==> src/rtl/vref_consts.svh <==
// Offsets, field positions, reset values and timing counts of the reference control core
`ifndef VREF_CONSTS_SVH
`define VREF_CONSTS_SVH

// ----------------------------------------------------------------
// Clock and timing
// ----------------------------------------------------------------
`define CLK_PERIOD_NS 10
`define TELEM_ACK_NS 100
`define TELEM_ACK_CYC 4'((`TELEM_ACK_NS + `CLK_PERIOD_NS - 1) / `CLK_PERIOD_NS)
`define SLEW_DIV_RESET 8'h0a

// ----------------------------------------------------------------
// Code decoding, 6.25 mV per step
// ----------------------------------------------------------------
`define CODE_ZERO_STEPS 8'hf8
`define CODE_OFF_MIN 8'hf9
`define FRAME_BITS 4'ha
`define FRAME_SEL_CORE 9
`define FRAME_SEL_NB 8

// ----------------------------------------------------------------
// Converter channels and protection limits
// ----------------------------------------------------------------
`define ADC_LAST_CH 4'h8
`define ADC_CH_CORE_CURR 5
`define ADC_CH_NB_CURR 6
`define ADC_CH_CORE_SENSE 7
`define ADC_CH_NB_SENSE 8
`define OV_MARGIN 10'h010
`define UV_MARGIN 10'h010
`define NV_LIMIT 10'h3f0
`define OC_LIMIT_RESET 10'h200
`define FLT_OC 3
`define FLT_OV 2
`define FLT_UV 1
`define FLT_NV 0

// ----------------------------------------------------------------
// Register map
// ----------------------------------------------------------------
`define REG_CTRL 8'h00
`define REG_OC_LIMIT 8'h04
`define REG_STATUS 8'h08
`define REG_FAULT 8'h0c
`define REG_IRQ_STATUS 8'h10
`define REG_IRQ_CLEAR 8'h14
`define REG_IRQ_ENABLE 8'h18
`define REG_ADC_BASE 8'h20
`define REG_ADC_END 8'h44
`define CTRL_PROT_EN_BIT 8
`define STAT_NB_LSB 8
`define STAT_CORE_OFF_BIT 16
`define STAT_NB_OFF_BIT 17
`define STAT_STATE_LSB 24
`define IRQ_FRAME 0
`define IRQ_SS_DONE 1
`define IRQ_FAULT 2
`define IRQ_OCP 3
`define RESP_OKAY 2'b00
`define RESP_SLVERR 2'b10

`endif

==> src/rtl/vref_pkg.sv <==
// Types shared by the reference control core and its link receiver
package vref_pkg;

  typedef enum logic [1:0] {
    SS_IDLE = 2'b00,
    SS_SOFT = 2'b01,
    SS_RUN = 2'b10
  } ss_state_t;

  typedef struct packed {
    logic valid;
    logic [1:0] sel;
    logic [7:0] code;
  } frame_t;

  typedef struct packed {
    logic awvalid;
    logic [7:0] awaddr;
    logic wvalid;
    logic [31:0] wdata;
    logic [3:0] wstrb;
    logic bready;
    logic arvalid;
    logic [7:0] araddr;
    logic rready;
  } axi_req_t;

  typedef struct packed {
    logic awready;
    logic wready;
    logic bvalid;
    logic [1:0] bresp;
    logic arready;
    logic rvalid;
    logic [31:0] rdata;
    logic [1:0] rresp;
  } axi_rsp_t;

  typedef struct packed {
    logic s1c, s2c, dc, s1d, s2d, dd;
    logic armed;
    logic [3:0] cnt;
    logic [9:0] shift;
    frame_t frame;
  } rx_state_t;

  typedef struct packed {
    logic u1, u2, e1, e2;
    ss_state_t st;
    logic [7:0] core_tgt, nb_tgt, core_ref, nb_ref;
    logic core_off, nb_off;
    logic [7:0] slew_cnt, slew_div;
    logic prot_en;
    logic [9:0] oc_lim;
    logic [3:0] core_flt, nb_flt;
    logic [3:0] adc_sel;
    logic adc_start, adc_busy;
    logic [8:0][9:0] adc_res;
    logic core_pg, nb_pg, ocp_n, telem;
    logic [3:0] telem_cnt;
    logic [3:0] irq_stat, irq_en;
    logic irq;
    logic aw_ok, w_ok;
    logic [7:0] aw_addr;
    logic [31:0] w_data;
    logic [3:0] w_strb;
    axi_rsp_t rsp;
  } ctl_state_t;

endpackage

==> src/rtl/link_rx.sv <==
// Serial command link receiver: start, ten bits, one frame pulse
`timescale 1ns/100ps
`default_nettype none
`include "vref_consts.svh"

module link_rx
  import vref_pkg::*;
(
  // Clock and reset
  input wire logic aclk,
  input wire logic aresetn,
  // Link pins
  input wire logic serial_vid_clock_pin,
  input wire logic serial_vid_data_pin,
  // Decoded frame
  output var frame_t frame
);

  rx_state_t r, next_r;

  always_comb begin
    next_r = r;
    next_r.frame.valid = 1'b0;
    // Pins are asynchronous to aclk
    next_r.s1c = serial_vid_clock_pin;
    next_r.s2c = r.s1c;
    next_r.dc = r.s2c;
    next_r.s1d = serial_vid_data_pin;
    next_r.s2d = r.s1d;
    next_r.dd = r.s2d;
    if (r.s2c && r.dc && r.dd && !r.s2d) begin
      // Data falling under a high clock opens a frame
      next_r.armed = 1'b1;
      next_r.cnt = 4'h0;
    end else if (r.armed && r.s2c && r.dc && !r.dd && r.s2d) begin
      // Data rising under a high clock aborts a partial frame
      next_r.armed = 1'b0;
    end else if (r.armed && r.s2c && !r.dc) begin
      next_r.shift = {r.shift[8:0], r.s2d};
      next_r.cnt = r.cnt + 4'h1;
      if (r.cnt == `FRAME_BITS - 4'h1) begin
        next_r.armed = 1'b0;
        next_r.frame.valid = 1'b1;
        next_r.frame.sel = {r.shift[`FRAME_SEL_CORE - 1], r.shift[`FRAME_SEL_NB - 1]};
        next_r.frame.code = {r.shift[6:0], r.s2d};
      end
    end
  end

  always_ff @(posedge aclk) begin
    if (!aresetn) begin
      r <= '0;
    end else begin
      r <= next_r;
    end
  end

  assign frame = r.frame;

  property p_frame_pulse;
    @(posedge aclk) disable iff (!aresetn)
    frame.valid |=> !frame.valid ##1 !frame.valid;
  endproperty
  a_frame_pulse: assert property (p_frame_pulse) else $error("frame pulse too long");

endmodule
`default_nettype wire

==> src/rtl/voltage_code_reference_control.sv <==
// Reference control core: code decode, slew, soft-start, protection, registers
// What this block does
// - A code maps to a target of 1.55 V less 6.25 mV per count, down to 0 V at f8.
// - Codes f9 to ff ask for the rail to be turned off, on either rail.
// - Link codes set separate references for the core rail and the north rail.
// - Commands come over the serial clock and data pins, and acknowledge on telemetry.
// - Soft-start begins only with enable high and no supply lockout; else it waits.
// - Power-good and the overcurrent flag follow protection only after soft-start.
// - An overcurrent on either rail pulls the active-low overcurrent flag low.
// - A reference walks to a new target one step per slew tick; it drops to zero when the controller returns to idle.
// - Nine analogue sources share one converter, scanned in turn, results kept.
// - Supply lockout stops the regulator and acts as power-on reset for the rail targets and off flags only.
// - Each rail raises over-, under-, negative-voltage and overcurrent faults.
// - A high enable pin enables the controller and a low one disables it.
`timescale 1ns/100ps
`default_nettype none
`include "vref_consts.svh"

module voltage_code_reference_control
  import vref_pkg::*;
(
  // Clock and reset
  input wire logic aclk,
  input wire logic aresetn,
  // Control pins, asynchronous
  input wire logic enable_pin,
  input wire logic supply_undervoltage_lockout,
  // Serial link
  input wire logic serial_vid_clock_pin,
  input wire logic serial_vid_data_pin,
  output logic serial_telemetry_pin,
  // Shared converter
  output logic [3:0] adc_select,
  output logic adc_start,
  input wire logic [9:0] adc_code,
  input wire logic adc_done,
  // References
  output logic [7:0] core_reference,
  output logic core_off,
  output logic [7:0] nb_reference,
  output logic nb_off,
  // Indicators
  output logic core_power_good,
  output logic nb_power_good,
  output logic overcurrent_flag_n,
  output logic irq,
  // Register bus
  input wire axi_req_t axi_req,
  output var axi_rsp_t axi_rsp
);

  // ----------------------------------------------------------------
  // Helpers
  // ----------------------------------------------------------------
  function automatic logic is_off_code(input logic [7:0] code);
    return code >= `CODE_OFF_MIN;
  endfunction

  function automatic logic [7:0] code_to_steps(input logic [7:0] code);
    return `CODE_ZERO_STEPS - code;
  endfunction

  function automatic logic [7:0] step_toward(input logic [7:0] cur, input logic [7:0] goal);
    if (cur < goal) begin
      return cur + 8'h01;
    end else if (cur > goal) begin
      return cur - 8'h01;
    end
    return cur;
  endfunction

  // Returns {oc, ov, uv, nv}; sense codes are signed, 6.25 mV per count
  function automatic logic [3:0] rail_faults(input logic [7:0] ref_steps,
                                             input logic [9:0] sense,
                                             input logic [9:0] curr,
                                             input logic [9:0] lim);
    logic signed [9:0] v;
    logic signed [9:0] refv;
    logic [3:0] f;
    v = $signed(sense);
    refv = $signed({2'b00, ref_steps});
    f = 4'h0;
    f[`FLT_OC] = curr > lim;
    f[`FLT_OV] = v > refv + $signed(`OV_MARGIN);
    f[`FLT_UV] = v < refv - $signed(`UV_MARGIN);
    f[`FLT_NV] = v < $signed(`NV_LIMIT);
    return f;
  endfunction

  function automatic logic [31:0] merge_strb(input logic [31:0] old, input logic [31:0] data,
                                             input logic [3:0] strb);
    logic [31:0] m;
    m = old;
    for (int i = 0; i < 4; i++) begin
      if (strb[i]) begin
        m[i*8 +: 8] = data[i*8 +: 8];
      end
    end
    return m;
  endfunction

  // ----------------------------------------------------------------
  // Link receiver
  // ----------------------------------------------------------------
  frame_t frame;

  link_rx rx (
    .aclk(aclk),
    .aresetn(aresetn),
    .serial_vid_clock_pin(serial_vid_clock_pin),
    .serial_vid_data_pin(serial_vid_data_pin),
    .frame(frame)
  );

  // ----------------------------------------------------------------
  // State update
  // ----------------------------------------------------------------
  ctl_state_t r, next_r;
  logic tick;
  logic wr_fire;
  logic [7:0] core_goal, nb_goal, waddr, raddr;
  logic [3:0] core_f, nb_f, events, clr, aidx;
  logic [31:0] wmerged;

  always_comb begin
    next_r = r;
    events = 4'h0;
    clr = 4'h0;
    // Two flip-flops before the lockout or enable pin is read
    next_r.u1 = supply_undervoltage_lockout;
    next_r.u2 = r.u1;
    next_r.e1 = enable_pin;
    next_r.e2 = r.e1;

    // Frames ignored while the supply is locked out
    if (frame.valid && !r.u2) begin
      events[`IRQ_FRAME] = 1'b1;
      next_r.telem_cnt = `TELEM_ACK_CYC;
      if (frame.sel[1]) begin
        next_r.core_off = is_off_code(frame.code);
        if (!is_off_code(frame.code)) begin
          next_r.core_tgt = code_to_steps(frame.code);
        end
      end
      if (frame.sel[0]) begin
        next_r.nb_off = is_off_code(frame.code);
        if (!is_off_code(frame.code)) begin
          next_r.nb_tgt = code_to_steps(frame.code);
        end
      end
    end else if (r.telem_cnt != 4'h0) begin
      next_r.telem_cnt = r.telem_cnt - 4'h1;
    end
    next_r.telem = (next_r.telem_cnt == 4'h0);

    // Slew ticks; an off rail walks down to zero rather than dropping
    tick = (r.slew_cnt == r.slew_div);
    next_r.slew_cnt = tick ? 8'h00 : r.slew_cnt + 8'h01;
    core_goal = r.core_off ? 8'h00 : r.core_tgt;
    nb_goal = r.nb_off ? 8'h00 : r.nb_tgt;
    core_f = rail_faults(r.core_ref, r.adc_res[`ADC_CH_CORE_SENSE],
                         r.adc_res[`ADC_CH_CORE_CURR], r.oc_lim);
    nb_f = rail_faults(r.nb_ref, r.adc_res[`ADC_CH_NB_SENSE],
                       r.adc_res[`ADC_CH_NB_CURR], r.oc_lim);

    case (r.st)
      SS_IDLE: begin
        next_r.core_ref = 8'h00;
        next_r.nb_ref = 8'h00;
        next_r.core_flt = 4'h0;
        next_r.nb_flt = 4'h0;
        if (r.e2 && !r.u2) begin
          next_r.st = SS_SOFT;
        end
      end
      SS_SOFT: begin
        if (tick) begin
          next_r.core_ref = step_toward(r.core_ref, core_goal);
          next_r.nb_ref = step_toward(r.nb_ref, nb_goal);
        end
        if (r.core_ref == core_goal && r.nb_ref == nb_goal) begin
          next_r.st = SS_RUN;
          events[`IRQ_SS_DONE] = 1'b1;
        end
      end
      SS_RUN: begin
        if (tick) begin
          next_r.core_ref = step_toward(r.core_ref, core_goal);
          next_r.nb_ref = step_toward(r.nb_ref, nb_goal);
        end
        // Faults latch until the controller is disabled or locked out
        if (r.prot_en && !r.core_off) begin
          next_r.core_flt = r.core_flt | core_f;
        end
        if (r.prot_en && !r.nb_off) begin
          next_r.nb_flt = r.nb_flt | nb_f;
        end
        events[`IRQ_FAULT] = (next_r.core_flt != r.core_flt) || (next_r.nb_flt != r.nb_flt);
        events[`IRQ_OCP] = (next_r.core_flt[`FLT_OC] && !r.core_flt[`FLT_OC])
                        || (next_r.nb_flt[`FLT_OC] && !r.nb_flt[`FLT_OC]);
      end
      default: begin
        next_r.st = SS_IDLE;
      end
    endcase

    if (!r.e2 || r.u2) begin
      next_r.st = SS_IDLE;
    end
    if (r.u2) begin
      // Lockout acts as power-on reset for the targets
      next_r.core_off = 1'b1;
      next_r.nb_off = 1'b1;
      next_r.core_tgt = 8'h00;
      next_r.nb_tgt = 8'h00;
    end

    // Indicators only meaningful once soft-start is over
    next_r.core_pg = (r.st == SS_RUN) && !r.core_off && (r.core_flt == 4'h0);
    next_r.nb_pg = (r.st == SS_RUN) && !r.nb_off && (r.nb_flt == 4'h0);
    next_r.ocp_n = !((r.st == SS_RUN) && (r.core_flt[`FLT_OC] || r.nb_flt[`FLT_OC]));

    // Converter scan; converter runs on aclk so its done needs no sync
    next_r.adc_start = 1'b0;
    if (!r.adc_busy) begin
      next_r.adc_busy = 1'b1;
      next_r.adc_start = 1'b1;
    end else if (adc_done) begin
      next_r.adc_res[r.adc_sel] = adc_code;
      next_r.adc_sel = (r.adc_sel == `ADC_LAST_CH) ? 4'h0 : r.adc_sel + 4'h1;
      next_r.adc_start = 1'b1;
    end

    // Register writes: address and data in either order
    if (axi_req.awvalid && r.rsp.awready) begin
      next_r.aw_ok = 1'b1;
      next_r.aw_addr = axi_req.awaddr;
    end
    if (axi_req.wvalid && r.rsp.wready) begin
      next_r.w_ok = 1'b1;
      next_r.w_data = axi_req.wdata;
      next_r.w_strb = axi_req.wstrb;
    end
    if (axi_req.bready && r.rsp.bvalid) begin
      next_r.rsp.bvalid = 1'b0;
    end
    wr_fire = r.aw_ok && r.w_ok && !r.rsp.bvalid;
    waddr = {r.aw_addr[7:2], 2'b00};
    wmerged = 32'h0;
    if (wr_fire) begin
      next_r.aw_ok = 1'b0;
      next_r.w_ok = 1'b0;
      next_r.rsp.bvalid = 1'b1;
      next_r.rsp.bresp = `RESP_OKAY;
      case (waddr)
        `REG_CTRL: begin
          wmerged = merge_strb({23'h0, r.prot_en, r.slew_div}, r.w_data, r.w_strb);
          next_r.slew_div = wmerged[7:0];
          next_r.prot_en = wmerged[`CTRL_PROT_EN_BIT];
        end
        `REG_OC_LIMIT: begin
          wmerged = merge_strb({22'h0, r.oc_lim}, r.w_data, r.w_strb);
          next_r.oc_lim = wmerged[9:0];
        end
        `REG_IRQ_CLEAR: begin
          clr = r.w_strb[0] ? r.w_data[3:0] : 4'h0;
        end
        `REG_IRQ_ENABLE: begin
          if (r.w_strb[0]) begin
            next_r.irq_en = r.w_data[3:0];
          end
        end
        `REG_STATUS, `REG_FAULT, `REG_IRQ_STATUS: begin
          next_r.rsp.bresp = `RESP_OKAY;
        end
        default: begin
          next_r.rsp.bresp = `RESP_SLVERR;
        end
      endcase
    end
    next_r.rsp.awready = !next_r.aw_ok;
    next_r.rsp.wready = !next_r.w_ok;

    // Set beats clear in the same cycle
    next_r.irq_stat = (r.irq_stat & ~clr) | events;
    next_r.irq = |(r.irq_stat & r.irq_en);

    // Register reads
    raddr = {axi_req.araddr[7:2], 2'b00};
    aidx = 4'((raddr - `REG_ADC_BASE) >> 2);
    if (axi_req.rready && r.rsp.rvalid) begin
      next_r.rsp.rvalid = 1'b0;
    end
    if (axi_req.arvalid && r.rsp.arready) begin
      next_r.rsp.rvalid = 1'b1;
      next_r.rsp.rresp = `RESP_OKAY;
      next_r.rsp.rdata = 32'h0;
      case (raddr)
        `REG_CTRL: next_r.rsp.rdata = {23'h0, r.prot_en, r.slew_div};
        `REG_OC_LIMIT: next_r.rsp.rdata = {22'h0, r.oc_lim};
        `REG_STATUS: begin
          next_r.rsp.rdata[7:0] = r.core_ref;
          next_r.rsp.rdata[`STAT_NB_LSB +: 8] = r.nb_ref;
          next_r.rsp.rdata[`STAT_CORE_OFF_BIT] = r.core_off;
          next_r.rsp.rdata[`STAT_NB_OFF_BIT] = r.nb_off;
          next_r.rsp.rdata[`STAT_STATE_LSB +: 2] = r.st;
        end
        `REG_FAULT: next_r.rsp.rdata = {24'h0, r.nb_flt, r.core_flt};
        `REG_IRQ_STATUS: next_r.rsp.rdata = {28'h0, r.irq_stat};
        `REG_IRQ_ENABLE: next_r.rsp.rdata = {28'h0, r.irq_en};
        `REG_IRQ_CLEAR: next_r.rsp.rdata = 32'h0;
        default: begin
          if (raddr >= `REG_ADC_BASE && raddr < `REG_ADC_END) begin
            next_r.rsp.rdata = {22'h0, r.adc_res[aidx]};
          end else begin
            next_r.rsp.rresp = `RESP_SLVERR;
          end
        end
      endcase
    end
    next_r.rsp.arready = !next_r.rsp.rvalid;
  end

  always_ff @(posedge aclk) begin
    if (!aresetn) begin
      r <= '0;
      r.core_off <= 1'b1;
      r.nb_off <= 1'b1;
      r.slew_div <= `SLEW_DIV_RESET;
      r.prot_en <= 1'b1;
      r.oc_lim <= `OC_LIMIT_RESET;
      r.ocp_n <= 1'b1;
      r.telem <= 1'b1;
      r.rsp.awready <= 1'b1;
      r.rsp.wready <= 1'b1;
      r.rsp.arready <= 1'b1;
    end else begin
      r <= next_r;
    end
  end

  // ----------------------------------------------------------------
  // Outputs
  // ----------------------------------------------------------------
  assign serial_telemetry_pin = r.telem;
  assign adc_select = r.adc_sel;
  assign adc_start = r.adc_start;
  assign core_reference = r.core_ref;
  assign core_off = r.core_off;
  assign nb_reference = r.nb_ref;
  assign nb_off = r.nb_off;
  assign core_power_good = r.core_pg;
  assign nb_power_good = r.nb_pg;
  assign overcurrent_flag_n = r.ocp_n;
  assign irq = r.irq;
  assign axi_rsp = r.rsp;

  // ----------------------------------------------------------------
  // Checks
  // ----------------------------------------------------------------
  property p_decode;
    @(posedge aclk) disable iff (!aresetn)
    frame.valid && frame.sel[1] && !r.u2 && frame.code <= 8'hf8
      |=> !core_off && r.core_tgt == 8'(8'hf8 - $past(frame.code));
  endproperty
  a_decode: assert property (p_decode) else $error("core code decode wrong");

  property p_off_code;
    @(posedge aclk) disable iff (!aresetn)
    frame.valid && frame.sel[0] && frame.code > 8'hf8 |=> nb_off;
  endproperty
  a_off_code: assert property (p_off_code) else $error("off code not honoured");

  property p_soft_gate;
    @(posedge aclk) disable iff (!aresetn)
    r.st == SS_IDLE && (!r.e2 || r.u2) |=> r.st == SS_IDLE;
  endproperty
  a_soft_gate: assert property (p_soft_gate) else $error("soft-start without enable");

  property p_ind_idle;
    @(posedge aclk) disable iff (!aresetn)
    r.st != SS_RUN |=> !core_power_good && !nb_power_good && overcurrent_flag_n;
  endproperty
  a_ind_idle: assert property (p_ind_idle) else $error("indicator before soft-start");

  property p_ocp;
    @(posedge aclk) disable iff (!aresetn)
    r.st == SS_RUN && r.core_flt[`FLT_OC] |=> !overcurrent_flag_n;
  endproperty
  a_ocp: assert property (p_ocp) else $error("overcurrent flag not low");

  property p_slew;
    @(posedge aclk) disable iff (!aresetn)
    r.st != SS_IDLE |=> core_reference == $past(core_reference)
      || core_reference == 8'($past(core_reference) + 8'h01)
      || core_reference == 8'($past(core_reference) - 8'h01);
  endproperty
  a_slew: assert property (p_slew) else $error("reference jumped");

  property p_adc_scan;
    @(posedge aclk) disable iff (!aresetn)
    adc_start |-> adc_select <= 4'h8 ##1 !adc_start;
  endproperty
  a_adc_scan: assert property (p_adc_scan) else $error("converter channel out of range");

  property p_lockout;
    @(posedge aclk) disable iff (!aresetn)
    r.u2 |=> r.st == SS_IDLE && core_off && nb_off ##1 core_reference == 8'h00;
  endproperty
  a_lockout: assert property (p_lockout) else $error("lockout ignored");

  property p_off_hold;
    @(posedge aclk) disable iff (!aresetn)
    core_off && !(frame.valid && frame.sel[1]) |=> core_off;
  endproperty
  a_off_hold: assert property (p_off_hold) else $error("core left off without code");

endmodule
`default_nettype wire

==> config.mk <==
export PLATFORM = sky130hd
export DESIGN_NAME = voltage_code_reference_control
export DESIGN_NICKNAME = d
export VERILOG_FILES = /design/src/rtl/vref_pkg.sv /design/src/rtl/link_rx.sv /design/src/rtl/voltage_code_reference_control.sv
export VERILOG_INCLUDE_DIRS = /design/src /design/src/rtl
export SDC_FILE = /design/constraint.sdc
export NUM_CORES = 1
export LEC_CHECK = 0
export ABC_CLOCK_PERIOD_IN_PS = 3700
export BUFFER_PORTS_ARGS = -buffer_cell sky130_fd_sc_hd__buf_4
export CAP_MARGIN = 20
export CORE_MARGIN = 8
export CORE_UTILIZATION = 60
export DETAILED_ROUTE_END_ITERATION = 10
export GPL_ROUTABILITY_DRIVEN = 0
export PLACE_DENSITY = 0.87
export SYNTH_ARGS = -nofsm -noshare
export SYNTH_HDL_FRONTEND = slang
export SYNTH_HIERARCHICAL = 1
export SYNTH_SLANG_ARGS = --single-unit
==> constraint.sdc <==
create_clock -name aclk -period 3.7 [get_ports aclk]
set_clock_uncertainty 0.15 [all_clocks]
set_input_delay 0.37 -clock aclk [delete_from_list [all_inputs] [get_ports aclk]]
set_output_delay 0.37 -clock aclk [all_outputs]
set_load 0.005 [all_outputs]
==> results of run 1 <==
[cell families after synthesis]
group                    Yosys count  share of synthesized area [%]
other                              1                         0.0266
buffers and inverters            216                           7.87
AO/OA/AOI/OAI                    297                           13.0
adder cells (fa/ha/maj)           98                           8.79
XOR/XNOR                          40                           2.48
multiplexers                     123                           11.1
AND/OR/NAND/NOR                  572                           19.0
flip-flops                       266                           37.7
[worst max-delay path, delay by kind of cell, from the launching register on]
family	cells	cell delay [ps]
compound gates	5	1090
simple gates	6	1000
fa+ha+maj	2	670
flops	1	380
buf+inv	1	100
[power by group]
| group | switching (mW) | internal (mW) | leakage [nW] |
|---|---|---|---|
| combinational | 0.328 | 0.251 | 3.67 |
| clock | 1.19 | 1.75 | 0.468 |
| sequential | 0.0673 | 2.94 | 2.15 |
| total | 1.59 | 4.94 | 6.29 |
[per-stage QoR]
| step | area (um^2) | worst slack [ps] |
|---|---|---|
| 2_1_floorplan | 14200 | 358 |
| 3_3_place_gp | 14600 | 178 |
| 3_5_place_dp | 14600 | 122 |
| 4_1_cts | 16000 | 32.8 |
| 5_1_grt | 16000 | -85.6 |
| 6_report | 16000 | 188 |
[metal layers]
metal / vias to the layer above / track usage (%)
li1: 5663 / -
met1: 5671 / 32.1
met2: 671 / 42.4
met3: 148 / 5.72
met4: 0 / 10.9
met5: - / 0
[cells in the final DEF, fill, tap and decap left out, types with 13 or more instances in the layout]
cell type,instances
dlygate4sd3_1,41
o21ai_0,39
inv_1,59
dfxtp_1,264
o21a_1,15
a22oi_1,23
nor3_1,21
nor2b_1,18
xor2_1,19
conb_1,14
clkbuf_16,27
o21ai_1,19
and3_1,13
mux2i_1,96
nand4_1,22
nand3_1,50
xnor2_1,21
nand2_1,210
buf_4,122
ha_1,96
a21oi_1,114
nand2b_1,26
nor2_1,152
mux4_2,27
[cell type report]
cell class	instances	area, um^2
clock inverters	19	244
clock buffers	30	717
fillers	1760	7220
inverters	63	239
multi-input cells	1144	7770
repair buffers	164	1350
flip-flops and latches	266	5330
well taps	319	399
[what timing repair did]
action	4_1_cts	5_1_grt
hold endpoints to repair	50	0
setup endpoints to repair	0	3
resized for setup	0	15
hold buffers	41	0
[worst paths after layout]
| check | endpoint | cells after the start |
|---|---|---|
| min | flop | 3 |
| max reg2reg | core_reference[7] | 14 |
| min reg2reg | adc_start | 1 |
| max | core_reference[7] | 14 |
==> results_dict.tcl, run 1 <==
set metrics [dict create \
    period_needed_ps 3510 \
    achievable-frequency_mhz 285 \
    timing.final.crit_share_pct 94.9 \
    synth.area.top_cells "dfxtp_1 (38%), ha_1 (8.5%), mux2i_1 (6.8%), nand2_1 (5.6%), mux4_2 (4.3%)" \
    grt_util_all_layers_pct 25.7 \
    die_height_um 169 \
    cts.htree.levels 1 \
    clock_tree_from_tritoncts "done" \
    placed_wire_length_estimate_um 26800 \
    worst_setup_path_startpoint "core_off" \
    regToRegSetupSlack_ps 190 \
    drt_iter0_markers 1329 \
    netlist-cell-type-count 71 \
    routed-wl-met2_um 17700 \
    max-vdd-ir-drop_uv 341 \
    grt_overflow 0 \
    initial_core_util_pct 60.7 \
    drt_pass1_iterations 8 \
    final_antenna_net_count 0 \
    number_of_enable_type_register_cells_in_the_synthesized_netlist 0 \
    fp-row-count 56 \
    overall_die_area_mm2 0.0287 \
    detail_route.drc_violations 0 \
    cap_violations 0 \
    numPortBuffers 100 \
    chipWidth_um 169 \
    synth_top_area_share_pct 37.7 \
    synth.yosys.warnings 6 \
    grt_max_degree 84 \
    area_growth_syn_to_layout_pct 13.6 \
    route.met3.wl_um 4000 \
    synth_sequential_area_ratio_pct 37.7 \
    slowest_stage "dfxtp_2" \
    routed.top_layer "met4" \
    power_mw 6.53 \
    pin_count 143 \
    final_layout_size_suffix_gt1_share_pct 13.9 \
    yosysMostFrequentCell "dfxtp_1" \
    wl_per_cell_um 19.1 \
    met1_length_um 14900 \
    number_of_antenna_violations_at_the_first_check_in_global_routing 0 \
    clock_path_buffers 3 \
    critical_path.max_stage_delay_ps 380 \
    dominantRegCellSynth "dfxtp_1" \
    antenna_cells 0 \
    setup.worst_path.start_class "flop" \
    core_area_mm2 0.0233 \
    crit_fanout 11 \
    synth.cell_area_mm2 0.0141 \
    tightest_hold_check_type "in2reg" \
    clk-insertion-delay-late_ps 560 \
    detail_route.wirelength_um 38300 \
    slew_headroom_pct 34.1 \
    timing.critical_path.cells "nand2b_1, ha_1, a21oi_1, nand2_1, a21o_1, nor2_2, inv_2, ha_1, nand3_1, o211ai_1, o41ai_2, or3_1, and3_1, a311o_1" \
    postSynthCellCount 1613 \
    cellPowerDensity_mw_per_mm2 407 \
    min-delay-start "adc_code[2]" \
    final_core_utilization_pct 69.0 \
    finalNetCount 1838 \
    place_inst 1915 \
    viasPerCell 6.06 \
    grt_first_pass_wirelength_um 60500 \
    clock_sinks 266 \
    synthesis.area_per_instance_um2 8.75 \
    ys_ff_latch 266 \
    critical_path.reg2reg.startpoint "core_off" \
    leakage_nw 6.29 \
    cts-buffers-inserted 27 \
    setup-violations-final 0 \
    dr_total_vias 12200 \
    run_status "complete, no violations" \
    path_class "reg2reg" \
    layoutNonFillerInstCount 2005 \
    setup.worst_path.end_class "flop" \
    required_ps 4000 \
    final-hold-violation-count 0 \
    final.setup.tns_ps 0 \
    post_cts.repair.setup_buffers 0 \
    first_global_vias 11900 \
    cts.reportedPaths.clkPinSlew_ps 70 \
    finalHoldWorstSlack_ps 2.44 \
    timing_max_transition_violations_final 0 \
    slew_at_the_pin_closest_to_its_max_slew_limit_ps 974 \
    cts.root.buffer_cell "clkbuf_16" \
    crit_top_cell "ha_1" \
    critPathArrivalTime_ps 3810 \
    synth.cells.most_frequent "dfxtp_1 (266), nand2_1 (210), nor2_1 (154)" \
    synth_async_sr_flop_share_pct 0 \
    yosys.area.top_type "dfxtp_1" \
]
Power figures use the tool's default switching activity.
==> run 2: changes to the inputs <==
- ABC_CLOCK_PERIOD_IN_PS: 3700 -> 2860
- CORE_UTILIZATION: 60 -> 54
- PLACE_DENSITY: 0.87 -> 0.83
- SYNTH_HIERARCHICAL: 1 -> default
- TNS_END_PERCENT: default -> 100
- clock period: 3.7 -> 2.86 ns (I/O delays scaled with it)
==> run 2 against run 1 <==
The run now ends with setup timing left. Fmax rose by 8.0%. Wire length rose by 11%. Worst hold slack improved by 67 ps. Flip-flop and latch count did not move. Setup slack got worse by 580 ps. Critical path depth rose by 1. Register-to-register slack got worse by 580 ps. Highest routed layer is now met5.
==> results_dict.tcl, run 2 <==
set metrics [dict create \
    run_status "complete, but fails checks" \
    violations "setup timing" \
    clock_path_buffers 3 \
    cts-buffers-inserted 27 \
    synthesis.area_per_instance_um2 8.81 \
    final_antenna_net_count 0 \
    cts.reportedPaths.clkPinSlew_ps 70 \
    drt_pass1_iterations 9 \
    achievable-frequency_mhz 308 \
    postSynthCellCount 1583 \
    hold_end "r[81]" \
    path_class "reg2reg" \
    timing.rr.end "core_reference[7]" \
    overall_die_area_mm2 0.0312 \
    finalNetCount 1938 \
    share_of_power_burned_in_combinational_logic_pct 9.5 \
    switching_power_mw 2.00 \
    final-hold-violation-count 0 \
    synth.yosys.warnings 0 \
    worst_reg_to_reg_path_cell_count 15 \
    viasPerCell 6.05 \
    chipWidth_um 177 \
    wl_per_cell_um 20.0 \
    power_mw 8.32 \
    place_inst 2000 \
    grt_overflow 0 \
    number_of_enable_type_register_cells_in_the_synthesized_netlist 0 \
    initial_core_util_pct 54.3 \
    core_area_mm2 0.0257 \
    numPortBuffers 100 \
    p_int_mw 6.32 \
    synth_async_sr_flop_share_pct 0 \
    fp-row-count 59 \
    synth.cell_area_mm2 0.0139 \
    min_delay_path_depth 4 \
    drt_iter0_markers 1596 \
    rsz_0062_raised_after_global_routing "yes" \
    cellPowerDensity_mw_per_mm2 478 \
    required_ps 3200 \
    detailedPlace.worstSlack_ps -422 \
    layout.cells.most_common "dfxtp_1" \
    clock_tree_from_tritoncts "done" \
    grt_util_all_layers_pct 26.0 \
    slew_at_the_pin_closest_to_its_max_slew_limit_ps 892 \
    synth_top_area_share_pct 38.2 \
    placed_wire_length_estimate_um 27800 \
    detail_route.drc_violations 0 \
    yosysMostFrequentCell "dfxtp_1" \
    layoutNonFillerInstCount 2119 \
    dr_total_vias 12800 \
    min-delay-start "axi_req[56]" \
    max-vdd-ir-drop_uv 468 \
    cts.htree.levels 1 \
    grt_max_degree 93 \
    regToRegSetupSlack_ps -390 \
    critPathArrivalTime_ps 3590 \
    period_needed_ps 3250 \
    cap_violations 0 \
    layout.cells.most_common_list "dfxtp_1 (254), buf_4 (230), nand2_1 (179), nor2_1 (166), a21oi_1 (117)" \
    leakage_nw 7.36 \
    tightest_hold_check_type "in2reg" \
    yosys.area.top_type "dfxtp_1" \
    setup.worst_path.start_class "flop" \
    area_growth_syn_to_layout_pct 24.9 \
    synth.area.top_cells "dfxtp_1 (38%), ha_1 (8.6%), mux2i_1 (7.7%), nand2_1 (4.8%), nor2_1 (4.5%)" \
    setup_ws_ps -391 \
    pwr-share-clk_pct 44.0 \
    synth_sequential_area_ratio_pct 38.2 \
    die_height_um 177 \
    cts.root.buffer_cell "clkbuf_16" \
    detail_route.wirelength_um 42400 \
    grt_first_pass_wirelength_um 65900 \
    timing_max_transition_violations_final 0 \
    clock_sinks 266 \
    setup-violations-final 11 \
    netSwitchingFraction_pct 24.1 \
    setup.worst_path.end_class "flop" \
    pin_count 143 \
    dominantRegCellSynth "dfxtp_1" \
    netlist-cell-type-count 66 \
    timing.final.crit_share_pct 114 \
    p_seq_share_pct 46.6 \
    slew_headroom_pct 40.1 \
    number_of_antenna_violations_at_the_first_check_in_global_routing 2 \
    critical_path.reg2reg.startpoint "core_off" \
    clk-insertion-delay-late_ps 540 \
    crit_fanout 8 \
    final_layout_size_suffix_gt1_share_pct 23.1 \
    first_global_vias 12800 \
    synth.cells.most_frequent "dfxtp_1 (266), nand2_1 (180), nor2_1 (169)" \
    ys_ff_latch 266 \
]
## run 2: metrics by stage
stage	setup TNS (ps)	cell area, um^2	hold slack, ps	utilization, %
final	-2420	17400	69.3	67.8
after global routing	-3490	17400	106	67.8
after global placement	-1030	15400	258	60.1
after CTS	-1110	17300	55.1	67.2
after detailed placement	-1540	15400	263	60.1
after floorplan	-744	14200	164	-
## run 2: critical path: stages, from the launching register on
cell	delay, ps
dfxtp_4	370
nand2b_4	150
ha_4	270
nor2b_4	150
o211ai_1	110
a21oi_2	240
nor2_4	80
inv_4	120
ha_4	230
buf_6	120
nand2_2	60
o211ai_1	130
o41ai_2	320
o21ai_2	150
a2111oi_4	390
a311o_1	160
## run 2: how the worst max path moves through the flow
stage / start / endpoint / slack (ps)
finish: core_off / core_reference[7] / -390
global route: core_off / core_reference[7] / -480
CTS: core_off / core_reference[7] / -280
detailed placement: core_off / core_reference[7] / -420
global placement: core_off / core_reference[7] / -310
floorplan: core_off / core_reference[7] / -320
## run 2: cell families (layout without fill, tap and decap cells)
kind of cell | after synthesis | in the layout | synth area share [%]
simple gates | 558 | 558 | 18.6
compound gates | 282 | 282 | 12.2
flops | 266 | 266 | 38.2
buf+inv | 200 | 387 | 7.17
mux | 136 | 136 | 12.3
fa+ha+maj | 98 | 98 | 8.90
xor+xnor | 42 | 42 | 2.64
other cells | 1 | 15 | 0.0269
## run 2: timing repair
item,4_1_cts,5_1_grt
pin swaps,33,14
endpoints found under the setup margin,10,13
hold buffers,44,0
resized for setup,51,26
endpoints found under the hold margin,117,0
setup buffers,33,2
## run 2: power groups by stage
| stage | registers (mW) | logic [mW] | clock network (mW) |
|---|---|---|---|
| floorplan | 3.93 | 0.491 | 0 |
| global placement | 3.95 | 0.653 | 0 |
| detailed placement | 3.95 | 0.680 | 0 |
| CTS | 3.87 | 0.761 | 3.67 |
| global route | 3.88 | 0.854 | 3.84 |
| finish | 3.88 | 0.787 | 3.66 |
## run 2: layer usage
| metal | part of all wire (%) | vias to the layer above | GRT usage, % | wire length (um) |
|---|---|---|---|---|
| met2 | 46 | 769 | 42.7 | 19500 |
| li1 | - | 5812 | - | - |
| met1 | 38 | 6004 | 31.4 | 16300 |
| met3 | 9.8 | 227 | 5.87 | 4150 |
| met4 | 5.7 | 2 | 13.6 | 2400 |
| met5 | 0.083 | - | 0 | 35 |
## run 2: area by class of cell
| cell class | count | area, um^2 |
|---|---|---|
| well taps | 335 | 419 |
| flip-flops and latches | 266 | 5350 |
| fillers | 1768 | 8280 |
| clock inverters | 12 | 176 |
| diodes | 1 | 2.50 |
| multi-input cells | 1130 | 8240 |
| inverters | 59 | 229 |
| clock buffers | 34 | 732 |
| repair buffers | 282 | 2270 |
